===== src/pma_defines.svh =====
// Power monitor accumulator: register offsets, field positions, reset values.
// Assumes an APB slave with 8-bit byte addresses and 32-bit data.
`ifndef PMA_DEFINES_SVH
`define PMA_DEFINES_SVH
`define PMA_OFS_CFG 8'h00
`define PMA_OFS_CTL 8'h04
`define PMA_OFS_CUR 8'h08
`define PMA_OFS_VIN 8'h0c
`define PMA_OFS_AUX 8'h10
`define PMA_OFS_PWR 8'h14
`define PMA_OFS_EACC 8'h18
`define PMA_OFS_ECNT 8'h1c
`define PMA_OFS_PK_I 8'h20
`define PMA_OFS_PK_V 8'h24
`define PMA_OFS_PK_A 8'h28
`define PMA_CFG_SINGLE 0
`define PMA_CFG_EXP_LSB 1
`define PMA_CFG_EXP_MSB 3
`define PMA_CFG_RANGE 4
`define PMA_CFG_AUX 5
`define PMA_CFG_EXT 6
`define PMA_CTL_EXTERNAL_TRIGGER_MODE 0
`define PMA_CTL_GROUP 1
`define PMA_CFG_RST 7'h00
`define PMA_I_MIN 12'h800
`define PMA_V_MIN 12'h000
`define PMA_CH_I 2'h0
`define PMA_CH_V 2'h1
`define PMA_CH_A 2'h2
`endif


===== src/pma_pkg.sv =====
// Power monitor accumulator: shared types.
// Assumes pma_defines.svh for all numbers.
package pma_pkg;
  typedef enum logic [1:0] {ST_IDLE, ST_START, ST_WAIT, ST_SUM} pma_st_type;
  typedef struct packed {
    logic [23:0] power;
    logic [23:0] acc;
    logic [7:0] roll;
    logic [23:0] count;
  } pma_energy_type;
  typedef struct packed {
    logic [2:0][11:0] pk;
  } pma_peak_type;
endpackage


===== src/pma_meas_if.sv =====
// Measurement carrier between the sequencer and its energy and peak units.
// Assumes one clock domain shared by all parties.
`timescale 1ns/10ps
interface pma_meas_if;
  logic valid;
  logic [11:0] cur;
  logic [11:0] volt;
  logic [11:0] aux;
  logic aux_ok;
  logic [2:0] clr;
  logic [2:0][11:0] pk;
  modport src (output valid, output cur, output volt, output aux, output aux_ok, output clr, input pk);
  modport energy (input valid, input cur, input volt);
  modport peak (input valid, input cur, input volt, input aux, input aux_ok, input clr, output pk);
endinterface


===== src/pma_energy.sv =====
// Power product, energy accumulator, rollover and sample counters.
// Assumes valid pulses one cycle per paired current and voltage sample.
`timescale 1ns/10ps
`include "pma_defines.svh"
module pma_energy import pma_pkg::*; (
  input wire logic clk_sys,
  input wire logic rst_b,
  pma_meas_if.energy m,
  output logic [23:0] power,
  output logic [23:0] acc,
  output logic [7:0] roll,
  output logic [23:0] count
);
  pma_energy_type r, n;
  logic signed [24:0] prod;
  logic [24:0] sum;
  logic [23:0] pw;

  always_comb begin
    n = r;
    prod = $signed(m.cur) * $signed({1'b0, m.volt});
    // Negative power is not accumulated as energy
    pw = prod[24] ? 24'h000000 : prod[23:0];
    sum = {1'b0, r.acc} + {1'b0, pw};
    if (m.valid) begin
      n.power = pw;
      n.acc = sum[23:0];
      if (sum[24]) begin
        n.roll = r.roll + 8'h01;
      end
      n.count = r.count + 24'h000001;
    end
  end

  always_ff @(posedge clk_sys or negedge rst_b) begin
    if (!rst_b) begin
      r <= '0;
    end else begin
      r <= n;
    end
  end

  assign power = r.power;
  assign acc = r.acc;
  assign roll = r.roll;
  assign count = r.count;
endmodule // pma_energy


===== src/pma_peak.sv =====
// Peak trackers for current, input voltage and auxiliary voltage.
// Assumes clear pulses and samples arrive on the same clock.
`timescale 1ns/10ps
`include "pma_defines.svh"
module pma_peak import pma_pkg::*; (
  input wire logic clk_sys,
  input wire logic rst_b,
  pma_meas_if.peak m
);
  pma_peak_type r, n;
  logic [2:0][11:0] smp;
  logic [2:0] upd;

  genvar g;
  generate
    for (g = 0; g < 3; g++) begin : gen_ch
      logic [11:0] key_new;
      logic [11:0] key_old;
      // Current is signed: flipping the sign bit orders it as unsigned
      assign smp[g] = (g == 0) ? m.cur : ((g == 1) ? m.volt : m.aux);
      assign key_new = (g == 0) ? {~smp[g][11], smp[g][10:0]} : smp[g];
      assign key_old = (g == 0) ? {~r.pk[g][11], r.pk[g][10:0]} : r.pk[g];
      assign upd[g] = m.valid && (g != 2 || m.aux_ok) && (key_new > key_old);
    end
  endgenerate

  always_comb begin
    n = r;
    for (int i = 0; i < 3; i++) begin
      if (m.clr[i]) begin
        n.pk[i] = (i == 0) ? `PMA_I_MIN : `PMA_V_MIN;
      end
      // A sample in the clear cycle still counts
      if (upd[i] || (m.clr[i] && m.valid && (i != 2 || m.aux_ok))) begin
        n.pk[i] = smp[i];
      end
    end
  end

  always_ff @(posedge clk_sys or negedge rst_b) begin
    if (!rst_b) begin
      r.pk[0] <= `PMA_I_MIN;
      r.pk[1] <= `PMA_V_MIN;
      r.pk[2] <= `PMA_V_MIN;
    end else begin
      r <= n;
    end
  end

  assign m.pk = r.pk;
endmodule // pma_peak


===== src/pma_top.sv =====
// Power monitor sequencer with APB registers, averaging and result publishing.
// Assumes an ADC handshake on clk_sys and a bus stop pulse from the bus front end.
`timescale 1ns/10ps
`include "pma_defines.svh"
module pma_top import pma_pkg::*; (
  input wire logic clk_sys,
  input wire logic rst_b,
  input wire logic psel,
  input wire logic penable,
  input wire logic pwrite,
  input wire logic [7:0] paddr,
  input wire logic [31:0] pwdata,
  output logic [31:0] prdata,
  output logic pready,
  output logic pslverr,
  input wire logic bus_stop,
  input wire logic multifunction_output_pin,
  input wire logic adc_done,
  input wire logic [11:0] adc_result,
  output logic adc_start,
  output logic [1:0] adc_chan,
  output logic sense_range_wide
);
  typedef struct packed {
    pma_st_type st;
    logic [1:0] chan;
    logic single;
    logic [2:0] avg_exp;
    logic range_wide;
    logic aux_en;
    logic ext_mode;
    logic hold_pend;
    logic [2:0] pin_sync;
    logic [7:0] cnt;
    logic [19:0] sum_i;
    logic [19:0] sum_v;
    logic [19:0] sum_a;
    logic [11:0] smp_i;
    logic [11:0] smp_v;
    logic [11:0] smp_a;
    logic smp_aux;
    logic smp_valid;
    logic [11:0] res_i;
    logic [11:0] res_v;
    logic [11:0] res_a;
    logic [23:0] snap_cnt;
    logic [31:0] rdata;
  } pma_core_type;

  pma_core_type r, n;
  pma_meas_if meas ();
  logic [23:0] power;
  logic [23:0] acc;
  logic [7:0] roll;
  logic [23:0] count;
  logic ext_rise;
  logic wr;
  logic rd_setup;
  logic external_trigger_mode_wr;
  logic trig;
  logic publish;
  logic hit;
  logic [8:0] target;
  logic [19:0] si_new;
  logic [19:0] sv_new;
  logic [19:0] sa_new;
  logic [2:0] clr;

  pma_energy u_energy (
    .clk_sys(clk_sys),
    .rst_b(rst_b),
    .m(meas),
    .power(power),
    .acc(acc),
    .roll(roll),
    .count(count)
  );

  pma_peak u_peak (
    .clk_sys(clk_sys),
    .rst_b(rst_b),
    .m(meas)
  );

  always_comb begin
    n = r;
    n.smp_valid = 1'b0;
    // Edge detect reads only the second and third stages
    n.pin_sync = {r.pin_sync[1:0], multifunction_output_pin};
    ext_rise = r.pin_sync[1] & ~r.pin_sync[2];
    wr = psel & penable & pwrite;
    rd_setup = psel & ~penable & ~pwrite;
    external_trigger_mode_wr = wr && (paddr == `PMA_OFS_CTL) && pwdata[`PMA_CTL_EXTERNAL_TRIGGER_MODE];
    trig = r.single && (r.st == ST_IDLE) && ((external_trigger_mode_wr && !pwdata[`PMA_CTL_GROUP])
      || (r.hold_pend && bus_stop)
      || (r.ext_mode && ext_rise));
    target = 9'h001 << r.avg_exp;
    publish = ({1'b0, r.cnt} + 9'h001) >= target;
    si_new = r.sum_i + {{8{r.smp_i[11]}}, r.smp_i};
    sv_new = r.sum_v + {8'h00, r.smp_v};
    sa_new = r.sum_a + (r.smp_aux ? {8'h00, r.smp_a} : 20'h00000);
    clr = 3'h0;
    // Stop ends any held group convert; a new held convert wins over it
    if (bus_stop) begin
      n.hold_pend = 1'b0;
    end
    if (external_trigger_mode_wr && pwdata[`PMA_CTL_GROUP]) begin
      n.hold_pend = 1'b1;
    end
    if (wr && paddr == `PMA_OFS_CFG) begin
      n.single = pwdata[`PMA_CFG_SINGLE];
      n.avg_exp = pwdata[`PMA_CFG_EXP_MSB:`PMA_CFG_EXP_LSB];
      n.range_wide = pwdata[`PMA_CFG_RANGE];
      n.aux_en = pwdata[`PMA_CFG_AUX];
      n.ext_mode = pwdata[`PMA_CFG_EXT];
    end
    if (wr) begin
      clr[0] = paddr == `PMA_OFS_PK_I;
      clr[1] = paddr == `PMA_OFS_PK_V;
      clr[2] = paddr == `PMA_OFS_PK_A;
    end
    case (r.st)
      ST_IDLE: begin
        // Continuous mode restarts by itself; single shot waits
        if (trig || !r.single) begin
          n.st = ST_START;
          n.chan = `PMA_CH_I;
        end
      end
      ST_START: begin
        n.st = ST_WAIT;
      end
      ST_WAIT: begin
        if (adc_done) begin
          case (r.chan)
            `PMA_CH_I: begin
              n.smp_i = adc_result;
              n.chan = `PMA_CH_V;
              n.st = ST_START;
            end
            `PMA_CH_V: begin
              n.smp_v = adc_result;
              n.smp_aux = 1'b0;
              if (r.aux_en) begin
                n.chan = `PMA_CH_A;
                n.st = ST_START;
              end else begin
                n.st = ST_SUM;
              end
            end
            default: begin
              n.smp_a = adc_result;
              n.smp_aux = 1'b1;
              n.st = ST_SUM;
            end
          endcase
        end
      end
      ST_SUM: begin
        n.smp_valid = 1'b1;
        n.chan = `PMA_CH_I;
        if (publish) begin
          // Averages fit twelve bits, so the low part of the shift is exact
          n.res_i = 12'($signed(si_new) >>> r.avg_exp);
          n.res_v = 12'(sv_new >> r.avg_exp);
          n.res_a = 12'(sa_new >> r.avg_exp);
          n.sum_i = 20'h00000;
          n.sum_v = 20'h00000;
          n.sum_a = 20'h00000;
          n.cnt = 8'h00;
          n.st = r.single ? ST_IDLE : ST_START;
        end else begin
          n.sum_i = si_new;
          n.sum_v = sv_new;
          n.sum_a = sa_new;
          n.cnt = r.cnt + 8'h01;
          n.st = ST_START;
        end
      end
      default: begin
        n.st = ST_IDLE;
      end
    endcase
    hit = 1'b1;
    if (rd_setup) begin
      case (paddr)
        `PMA_OFS_CFG: n.rdata = {25'h0000000, r.ext_mode, r.aux_en, r.range_wide, r.avg_exp, r.single};
        `PMA_OFS_CTL: n.rdata = {30'h00000000, r.hold_pend, r.st != ST_IDLE};
        `PMA_OFS_CUR: n.rdata = {{20{r.res_i[11]}}, r.res_i};
        `PMA_OFS_VIN: n.rdata = {20'h00000, r.res_v};
        `PMA_OFS_AUX: n.rdata = {20'h00000, r.res_a};
        `PMA_OFS_PWR: n.rdata = {8'h00, power};
        `PMA_OFS_EACC: begin
          n.rdata = {roll, acc};
          n.snap_cnt = count;
        end
        `PMA_OFS_ECNT: n.rdata = {8'h00, r.snap_cnt};
        `PMA_OFS_PK_I: n.rdata = {{20{meas.pk[0][11]}}, meas.pk[0]};
        `PMA_OFS_PK_V: n.rdata = {20'h00000, meas.pk[1]};
        `PMA_OFS_PK_A: n.rdata = {20'h00000, meas.pk[2]};
        default: n.rdata = 32'h00000000;
      endcase
    end
    case (paddr)
      `PMA_OFS_CFG, `PMA_OFS_CTL, `PMA_OFS_CUR, `PMA_OFS_VIN, `PMA_OFS_AUX, `PMA_OFS_PWR,
      `PMA_OFS_EACC, `PMA_OFS_ECNT, `PMA_OFS_PK_I, `PMA_OFS_PK_V, `PMA_OFS_PK_A: hit = 1'b1;
      default: hit = 1'b0;
    endcase
  end

  always_ff @(posedge clk_sys or negedge rst_b) begin
    if (!rst_b) begin
      r <= '0;
      r.st <= ST_IDLE;
      r.single <= 1'(`PMA_CFG_RST >> `PMA_CFG_SINGLE);
    end else begin
      r <= n;
    end
  end

  assign meas.valid = r.smp_valid;
  assign meas.cur = r.smp_i;
  assign meas.volt = r.smp_v;
  assign meas.aux = r.smp_a;
  assign meas.aux_ok = r.smp_aux;
  assign meas.clr = clr;

  // Zero wait states: read data is latched in the setup cycle
  assign prdata = r.rdata;
  assign pready = psel & penable;
  assign pslverr = psel & penable & ~hit;
  assign adc_start = r.st == ST_START;
  assign adc_chan = r.chan;
  assign sense_range_wide = r.range_wide;
endmodule // pma_top


===== config.mk =====
export PLATFORM = sky130hd
export DESIGN_NAME = pma_top
export DESIGN_NICKNAME = d
export VERILOG_FILES = /design/src/pma_pkg.sv /design/src/pma_meas_if.sv /design/src/pma_energy.sv /design/src/pma_peak.sv /design/src/pma_top.sv
export VERILOG_INCLUDE_DIRS = /design/src
export SDC_FILE = /design/constraint.sdc
export NUM_CORES = 1
export LEC_CHECK = 0
export BUFFER_PORTS_ARGS = -buffer_cell sky130_fd_sc_hd__buf_2
export CAP_MARGIN = 10
export CORE_MARGIN = 2
export CORE_UTILIZATION = 58
export DETAILED_ROUTE_END_ITERATION = 10
export PLACE_DENSITY = 0.79
export SYNTH_ARGS = -nofsm -noshare
export SYNTH_HDL_FRONTEND = slang
export SYNTH_SLANG_ARGS = --single-unit

===== constraint.sdc =====
create_clock -name clk_sys -period 7.6 [get_ports clk_sys]
set_input_delay 0.76 -clock clk_sys [delete_from_list [all_inputs] [get_ports clk_sys]]
set_output_delay 0.76 -clock clk_sys [all_outputs]
set_load 0.01 [all_outputs]

==> metrics.json, run 1 <==
{
  "outcome": "finished, final reports clean",
  "synth.distinct_cells": 91,
  "clk_pin_slew_worst_paths_ns": 0.07,
  "multiInputGateArea_sq_um": 15390,
  "finalWorstPathRequiredPeriod_ns": 7.422,
  "detailedPlacementHpwl_mm": 52.17,
  "max_cap_viol_count": 0,
  "num_rows": 75,
  "area_growth_syn_to_layout_pct": 14.62,
  "grt_pass1_vias": 21172,
  "synth_largest_type_area_fraction_pct": 32.91,
  "grt_pass1_wl_mm": 112.8,
  "placeableCoreArea_sq_um": 42040,
  "die-width_microns": 210.4,
  "nNetsFinal": 3183,
  "synth_top_cells_by_count": "nand2_1, dfrtp_1, inv_1",
  "post_synth_main_area_contributors": "dfrtp_1, ha_1, fa_1",
  "worst_ep_required_time_ns": 8.04,
  "cp.arrival_ns": 7.86,
  "synth_edf_count": 0,
  "transition_time_of_the_tightest_slew_check_pin_ns": 1.101,
  "critPathMostFrequentCell": "fa_1",
  "final_setup_slack_of_the_worst_path_ns": 0.1776,
  "end_kind": "flop",
  "layout-drive-gt1-share_pct": 19.50,
  "slew_viol_final": 0,
  "postSynth.topFlopCell": "dfrtp_1",
  "grt.met2_usage_pct": 53.55,
  "setup-violations-final": 0,
  "ant_nets": 0,
  "synth.cell_area_sq_um": 24710,
  "clkLatencyLatePin_ns": 0.57,
  "final.setup_skew_ns": 0.01632,
  "grt_remaining_overflow": 0,
  "grtUsageMet1_pct": 41.61,
  "worst-path-max-fanout": 18,
  "yosysTopAreaCell": "dfrtp_1",
  "worst_slew_margin_rel_pct": 26.35,
  "net_count_of_the_mapped_netlist": 3032,
  "cts_tree": "built",
  "synth-seq-area-share_pct": 33.01,
  "drt_wl_total_mm": 71.09,
  "io-pin-count": 98,
  "cts_inserted_buffers": 37,
  "insertedDiodeCount": 0,
  "cp_slowest_cell": "fa_1",
  "post-route-period-util_pct": 97.66,
  "worst_hold_path_type": "input pin to asynchronous set/reset pin",
  "synthesis.yosys.warnings": 0,
  "die_height_microns": 210.4,
  "syn-mean-instance-area_sq_um": 9.229,
  "detailedRoute.firstIterationViolations": 2074,
  "critPathLaunchType": "flop",
  "port_buffers": 72,
  "fmax_mhz": 134.7,
  "drcViolationCount": 0,
  "via_count": 21099,
  "avgViaCountPerCell": 6.213,
  "start_util_pct": 58.79,
  "wire_per_inst_microns": 20.93,
  "regArea_sq_um": 8185,
  "synth_most_common_cell": "nand2_1",
  "ys_ff_latch": 326,
  "synthArstFlopShare_pct": 100.0,
  "cts.htree.levels": 2,
  "clk_path_buf_depth": 3,
  "grt_usage_pct": 32.26,
  "cts_root_buf": "clkbuf_16",
  "finalHoldViolations": 0,
  "timing.setup.critical_path_class": "flop to flop",
  "placement.setup.worst_slack_ns": -0.4125,
  "global_route.peak_usage_layer": "met2",
  "floorplan.die_area_sq_um": 44280,
  "clock-sinks": 326,
  "worst_path_largest_cell_delay_ns": 0.58,
  "drt-pass1-iter-count": 7,
  "fill_cells": 3112,
  "finalWeightedCongestion": 0.9825,
  "grt_antenna_before_repair": 1,
  "totalNegativeSetupSlack_ns": 0,
  "postSynthCellCount": 2678,
  "largest_net_degree_at_the_start_of_global_routing": 109,
  "global_route.usage.met3_pct": 4.619
}
## timing repair
action | in CTS | in global routing
pin swaps | 6 | 55
endpoints found under the setup margin | 19 | 19
hold buffers | 0 | 0
gates resized for setup | 31 | 95
setup buffers | 3 | 27
## metrics by stage
stage / hold slack, ns / instance area, sq um / std cells / utilization [%]
2_1_floorplan: 0.3312 / 24730 / 2678 / -
3_3_place_gp: 0.3340 / 26350 / 3299 / 62.67
3_5_place_dp: 0.3426 / 26350 / 3299 / 62.67
4_1_cts: 0.2712 / 27710 / 3369 / 65.91
5_1_grt: 0.2825 / 28330 / 3396 / 67.38
6_report: 0.2314 / 28330 / 3396 / 67.38
## path summary, 6_finish.rpt
kind / end / slack (ns) / start / cells past startpoint
max in group asynchronous: meas.volt[9]$_DFFE_PN0P_ / 5.91 / rst_b / 2
worst min-delay path: u_energy.power[18]$_DFFE_PN0P_ / 0.23 / rst_b / 1
worst min register to register: n[200]$_DFF_PN0_ / 0.37 / n[199]$_DFF_PN0_ / 0
worst max register to register: u_energy.acc[23]$_DFFE_PN0P_ / 0.18 / meas.volt[6]$_DFFE_PN0P_ / 31
min in group clk_sys: n[199]$_DFF_PN0_ / 0.30 / multifunction_output_pin / 1
worst max-delay path: u_energy.acc[23]$_DFFE_PN0P_ / 0.18 / meas.volt[6]$_DFFE_PN0P_ / 31
## logic make-up after synthesis
family	synth area share, %
and+or+nand+nor	14.64
AOI/OAI and AO/OA	16.75
buffers and inverters	6.475
DFF	33.01
adders and majority gates	18.07
muxes	6.688
xor gates and xnor gates	4.359
## layer usage
| layer | vias to the layer above | share of wire (%) |
|---|---|---|
| met4 | 0 | 5.6 |
| li1 | 9566 | - |
| met3 | 232 | 7.2 |
| met1 | 10370 | 39 |
| met5 | - | 0 |
| met2 | 931 | 48 |
## sequential cells by signal (all words and copies together) (netlist names), 24 cells and up
register	flops
u_energy.acc	24
r	135
u_energy.count	24
prdata	32
u_energy.power	24
u_peak.gen_ch.key_old	24
## cells in the final DEF (no fill, tap or decap), types with 10 or more instances in the layout
| master | synthesis | layout |
|---|---|---|
| a21o_1 | 45 | 45 |
| a22o_1 | 49 | 49 |
| inv_1 | 231 | 226 |
| nand3_1 | 35 | 34 |
| a22oi_1 | 14 | 14 |
| buf_2 | 4 | 71 |
| a222oi_1 | 21 | 21 |
| nor3_1 | 26 | 23 |
| a211oi_1 | 36 | 34 |
| ha_4 | 0 | 11 |
| clkbuf_16 | 0 | 37 |
| dfrtp_2 | 0 | 21 |
| mux2_2 | 84 | 83 |
| mux2i_1 | 41 | 41 |
| o21ai_0 | 137 | 132 |
| o21ai_1 | 9 | 10 |
| a21oi_1 | 118 | 113 |
| fa_1 | 105 | 94 |
| nor2b_1 | 26 | 24 |
| buf_4 | 34 | 178 |
| xnor2_1 | 78 | 77 |
| clkinv_2 | 0 | 10 |
| o31ai_1 | 22 | 22 |
| ha_1 | 189 | 175 |
| and2_1 | 63 | 56 |
| nand2_1 | 391 | 390 |
| a31oi_1 | 19 | 19 |
| nand4_1 | 18 | 18 |
| nand2b_1 | 26 | 26 |
| o21a_1 | 12 | 12 |
| mux4_2 | 12 | 12 |
| a221oi_1 | 26 | 24 |
| fa_2 | 0 | 11 |
| xor2_1 | 40 | 40 |
| and3_1 | 20 | 20 |
| o21bai_1 | 15 | 13 |
| buf_6 | 0 | 17 |
| dfrtp_1 | 325 | 304 |
| nor2_1 | 164 | 157 |
## area by class of cell
cell class	instances	area share [%]
clock buffer	47	3.542
multi-input combinational	1961	54.34
sequential	326	28.89
timing repair buffer	270	6.895
inverter	233	3.105
tap	539	2.381
clock inverter	20	0.8392
## critical path: cells and delay by family, from the launching register on
family | cells | cell delay [ns]
AO/OA/AOI/OAI | 12 | 2.21
XOR/XNOR | 2 | 0.28
adder cells (fa/ha/maj) | 7 | 3.15
buffers and inverters | 6 | 0.55
flip-flops | 1 | 0.48
multiplexers | 1 | 0.27
AND/OR/NAND/NOR | 3 | 0.37
Power of run 1 is left out: the tool's default activity adds up to more than one toggle a clock period on the data nets, which glitch-free logic cannot reach.
==> inputs of run 2 (changes only) <==
- clock period: 7.6 -> 6.3 ns (I/O delays scaled with it)
==> metrics.json, run 2 (synthesis results as in run 1) <==
{
  "cp_slowest_cell": {"value": "fa_2", "change": "was fa_1"},
  "area_growth_syn_to_layout": {"value": 17.26, "unit": "%", "change": "was 14.62%"},
  "grt_usage": {"value": 33.67, "unit": "%", "change": "was 32.26%"},
  "cts_tree": {"value": "built", "change": "unchanged"},
  "grt_pass1_vias": {"value": 21454, "change": "was 21,172"},
  "detailedRoute.firstIterationViolations": {"value": 1920, "change": "was 2,074"},
  "layout-drive-gt1-share": {"value": 21.97, "unit": "%", "change": "was 19.50%"},
  "fill_cells": {"value": 3142, "change": "was 3,112"},
  "finalHoldViolations": {"value": 0, "change": "unchanged"},
  "worst_ep_required_time": {"value": 6.75, "unit": "ns", "change": "was 8.04 ns"},
  "clk_pin_slew_worst_paths": {"value": 0.07, "unit": "ns", "change": "about the same"},
  "detailedPlacementHpwl": {"value": 55.11, "unit": "mm", "change": "was 52.17 mm"},
  "fmax": {"value": 134.4, "unit": "MHz", "change": "was 134.7 MHz"},
  "final.setup_skew": {"value": 0.01334, "unit": "ns", "change": "was 0.01632 ns"},
  "ant_nets": {"value": 0, "change": "unchanged"},
  "failed_checks": "setup timing",
  "placement.setup.worst_slack": {"value": -1.431, "unit": "ns", "change": "was -0.4125 ns"},
  "place_area": {"value": 27010, "unit": "sq um", "change": "was 26,350 sq um"},
  "drcViolationCount": {"value": 0, "change": "unchanged"},
  "worst_hold_path_type": {"value": "input pin to asynchronous set/reset pin", "change": "unchanged"},
  "layout_commonest_cell": {"value": "nand2_1", "change": "unchanged"},
  "cts_root_buf": {"value": "clkbuf_16", "change": "unchanged"},
  "start_util": {"value": 58.79, "unit": "%", "change": "unchanged"},
  "slew_viol_final": {"value": 0, "change": "unchanged"},
  "finalWorstPathRequiredPeriod": {"value": 7.440, "unit": "ns", "change": "was 7.422 ns"},
  "worst_slew_margin_rel": {"value": 20.98, "unit": "%", "change": "was 26.35%"},
  "timing.setup.critical_path_class": {"value": "flop to flop", "change": "unchanged"},
  "largest_net_degree_at_the_start_of_global_routing": {"value": 137, "change": "was 109"},
  "grt_antenna_before_repair": {"value": 3, "change": "was 1"},
  "final_setup_slack_of_the_worst_path": {"value": -1.140, "unit": "ns", "change": "was 0.1776 ns"},
  "wire_per_inst": {"value": 21.81, "unit": "microns", "change": "was 20.93 microns"},
  "end_kind": {"value": "flop", "change": "unchanged"},
  "worst-path-max-fanout": {"value": 5, "change": "was 18"},
  "final_cell_area": {"value": 28980, "unit": "sq um", "change": "was 28,330 sq um"},
  "critPathLaunchType": {"value": "flop", "change": "unchanged"},
  "num_rows": {"value": 75, "change": "unchanged"},
  "holdBufCountCts": {"value": 0, "change": "unchanged"},
  "grt_pass1_wl": {"value": 116.4, "unit": "mm", "change": "was 112.8 mm"},
  "floorplan.die_area": {"value": 44280, "unit": "sq um", "change": "unchanged"},
  "clkLatencyLatePin": {"value": 0.57, "unit": "ns", "change": "about the same"},
  "die_height": {"value": 210.4, "unit": "microns", "change": "unchanged"},
  "drt-pass1-iter-count": {"value": 9, "change": "was 7"},
  "setup-violations-final": {"value": 29, "change": "was 0"},
  "transition_time_of_the_tightest_slew_check_pin": {"value": 1.181, "unit": "ns", "change": "was 1.101 ns"},
  "nNetsFinal": {"value": 3236, "change": "was 3,183"},
  "cts.htree.levels": {"value": 2, "change": "unchanged"},
  "die-width": {"value": 210.4, "unit": "microns", "change": "unchanged"},
  "avgViaCountPerCell": {"value": 6.187, "change": "was 6.213"},
  "outcome": {"value": "finished with violations", "change": "was finished, final reports clean"},
  "cts_inserted_buffers": {"value": 37, "change": "unchanged"},
  "worst_hold_slack": {"value": 0.07703, "unit": "ns", "change": "was 0.2314 ns"},
  "largest_register_ffs": {"value": 135, "change": "unchanged"},
  "grt_remaining_overflow": {"value": 0, "change": "unchanged"},
  "max_cap_viol_count": {"value": 0, "change": "unchanged"},
  "port_buffers": {"value": 72, "change": "unchanged"},
  "clk_path_buf_depth": {"value": 3, "change": "unchanged"},
  "clock-sinks": {"value": 326, "change": "unchanged"},
  "largest_register": {"value": "r", "change": "unchanged"},
  "via_count": {"value": 21338, "change": "was 21,099"},
  "drt_wl_total": {"value": 75.23, "unit": "mm", "change": "was 71.09 mm"},
  "worst_path_largest_cell_delay": {"value": 0.56, "unit": "ns", "change": "was 0.58 ns"},
  "io-pin-count": {"value": 98, "change": "unchanged"},
  "cp.arrival": {"value": 7.89, "unit": "ns", "change": "was 7.86 ns"},
  "post-route-period-util": {"value": 118.1, "unit": "%", "change": "was 97.66%"},
  "rsz0062_at_grt": "yes",
  "layout_common_cells": {"value": "nand2_1, dfrtp_1, buf_4", "change": "was nand2_1, dfrtp_1, inv_1"},
  "placeableCoreArea": {"value": 42040, "unit": "sq um", "change": "unchanged"},
  "finalWeightedCongestion": {"value": 0.9596, "change": "was 0.9825"}
}
==> run 2: worst paths after layout <==
path                                          startpoint                              to  slack (ns)  cells after the start
worst max-delay path            meas.volt[3]$_DFFE_PN0P_    u_energy.acc[13]$_DFFE_PN0P_       -1.14                     30
worst min-delay path                               rst_b  u_energy.power[14]$_DFFE_PN0P_        0.08                      1
worst max register to register  meas.volt[3]$_DFFE_PN0P_    u_energy.acc[13]$_DFFE_PN0P_       -1.14                     30
worst min register to register          n[199]$_DFF_PN0_                n[200]$_DFF_PN0_        0.37                      0
max in group asynchronous                          rst_b    u_energy.roll[0]$_DFFE_PN0P_        4.60                      2
min in group clk_sys            multifunction_output_pin                n[199]$_DFF_PN0_        0.17                      1
==> run 2: layout make-up <==
class | instances | area (sq um) | area share [%]
timing repair buffer | 322 | 2355 | 8.125
antenna | 2 | 5.005 | 0.01727
clock buffer | 48 | 1037 | 3.579
inverter | 233 | 875.8 | 3.022
clock inverter | 17 | 214.0 | 0.7382
multi-input combinational | 1962 | 15640 | 53.95
tap | 539 | 674.4 | 2.327
sequential | 326 | 8185 | 28.24
==> run 2: metrics by stage <==
stage	std cells	util [%]	setup TNS, ns
after CTS	3434	67.97	-22.11
final	3449	68.94	-24.61
after global placement	3352	64.25	-26.77
after floorplan	2678	-	-10.95
after detailed placement	3352	64.25	-31.29
after global routing	3447	68.93	-31.35
==> run 2: timing repair <==
item                                    CTS  global route
gates resized for setup                  49            65
setup buffers                            17            16
endpoints found under the setup margin   31            32
cloned                                    1             0
pin swaps                                20            45
==> run 2: metal layers <==
metal  up-vias  share of wire, %  wire length [microns]  GRT usage, %
li1       9660                 -                      -             -
met1     10480                39                  29390         41.82
met2       922                48                  36110         56.58
met3       274               6.6                   4987         5.170
met4         2               6.3                   4730         18.65
met5         -             0.015                     11             0
==> run 2: critical path: cells and delay by family, from the launching register on <==
kind,cells,cell delay (ns)
multiplexers,1,0.25
XOR/XNOR,2,0.33
AO/OA/AOI/OAI,13,2.41
buffers and inverters,5,0.46
adder cells (fa/ha/maj),7,3.07
flip-flops,1,0.44
AND/OR/NAND/NOR,2,0.37
Power of run 2 is left out for the same reason.
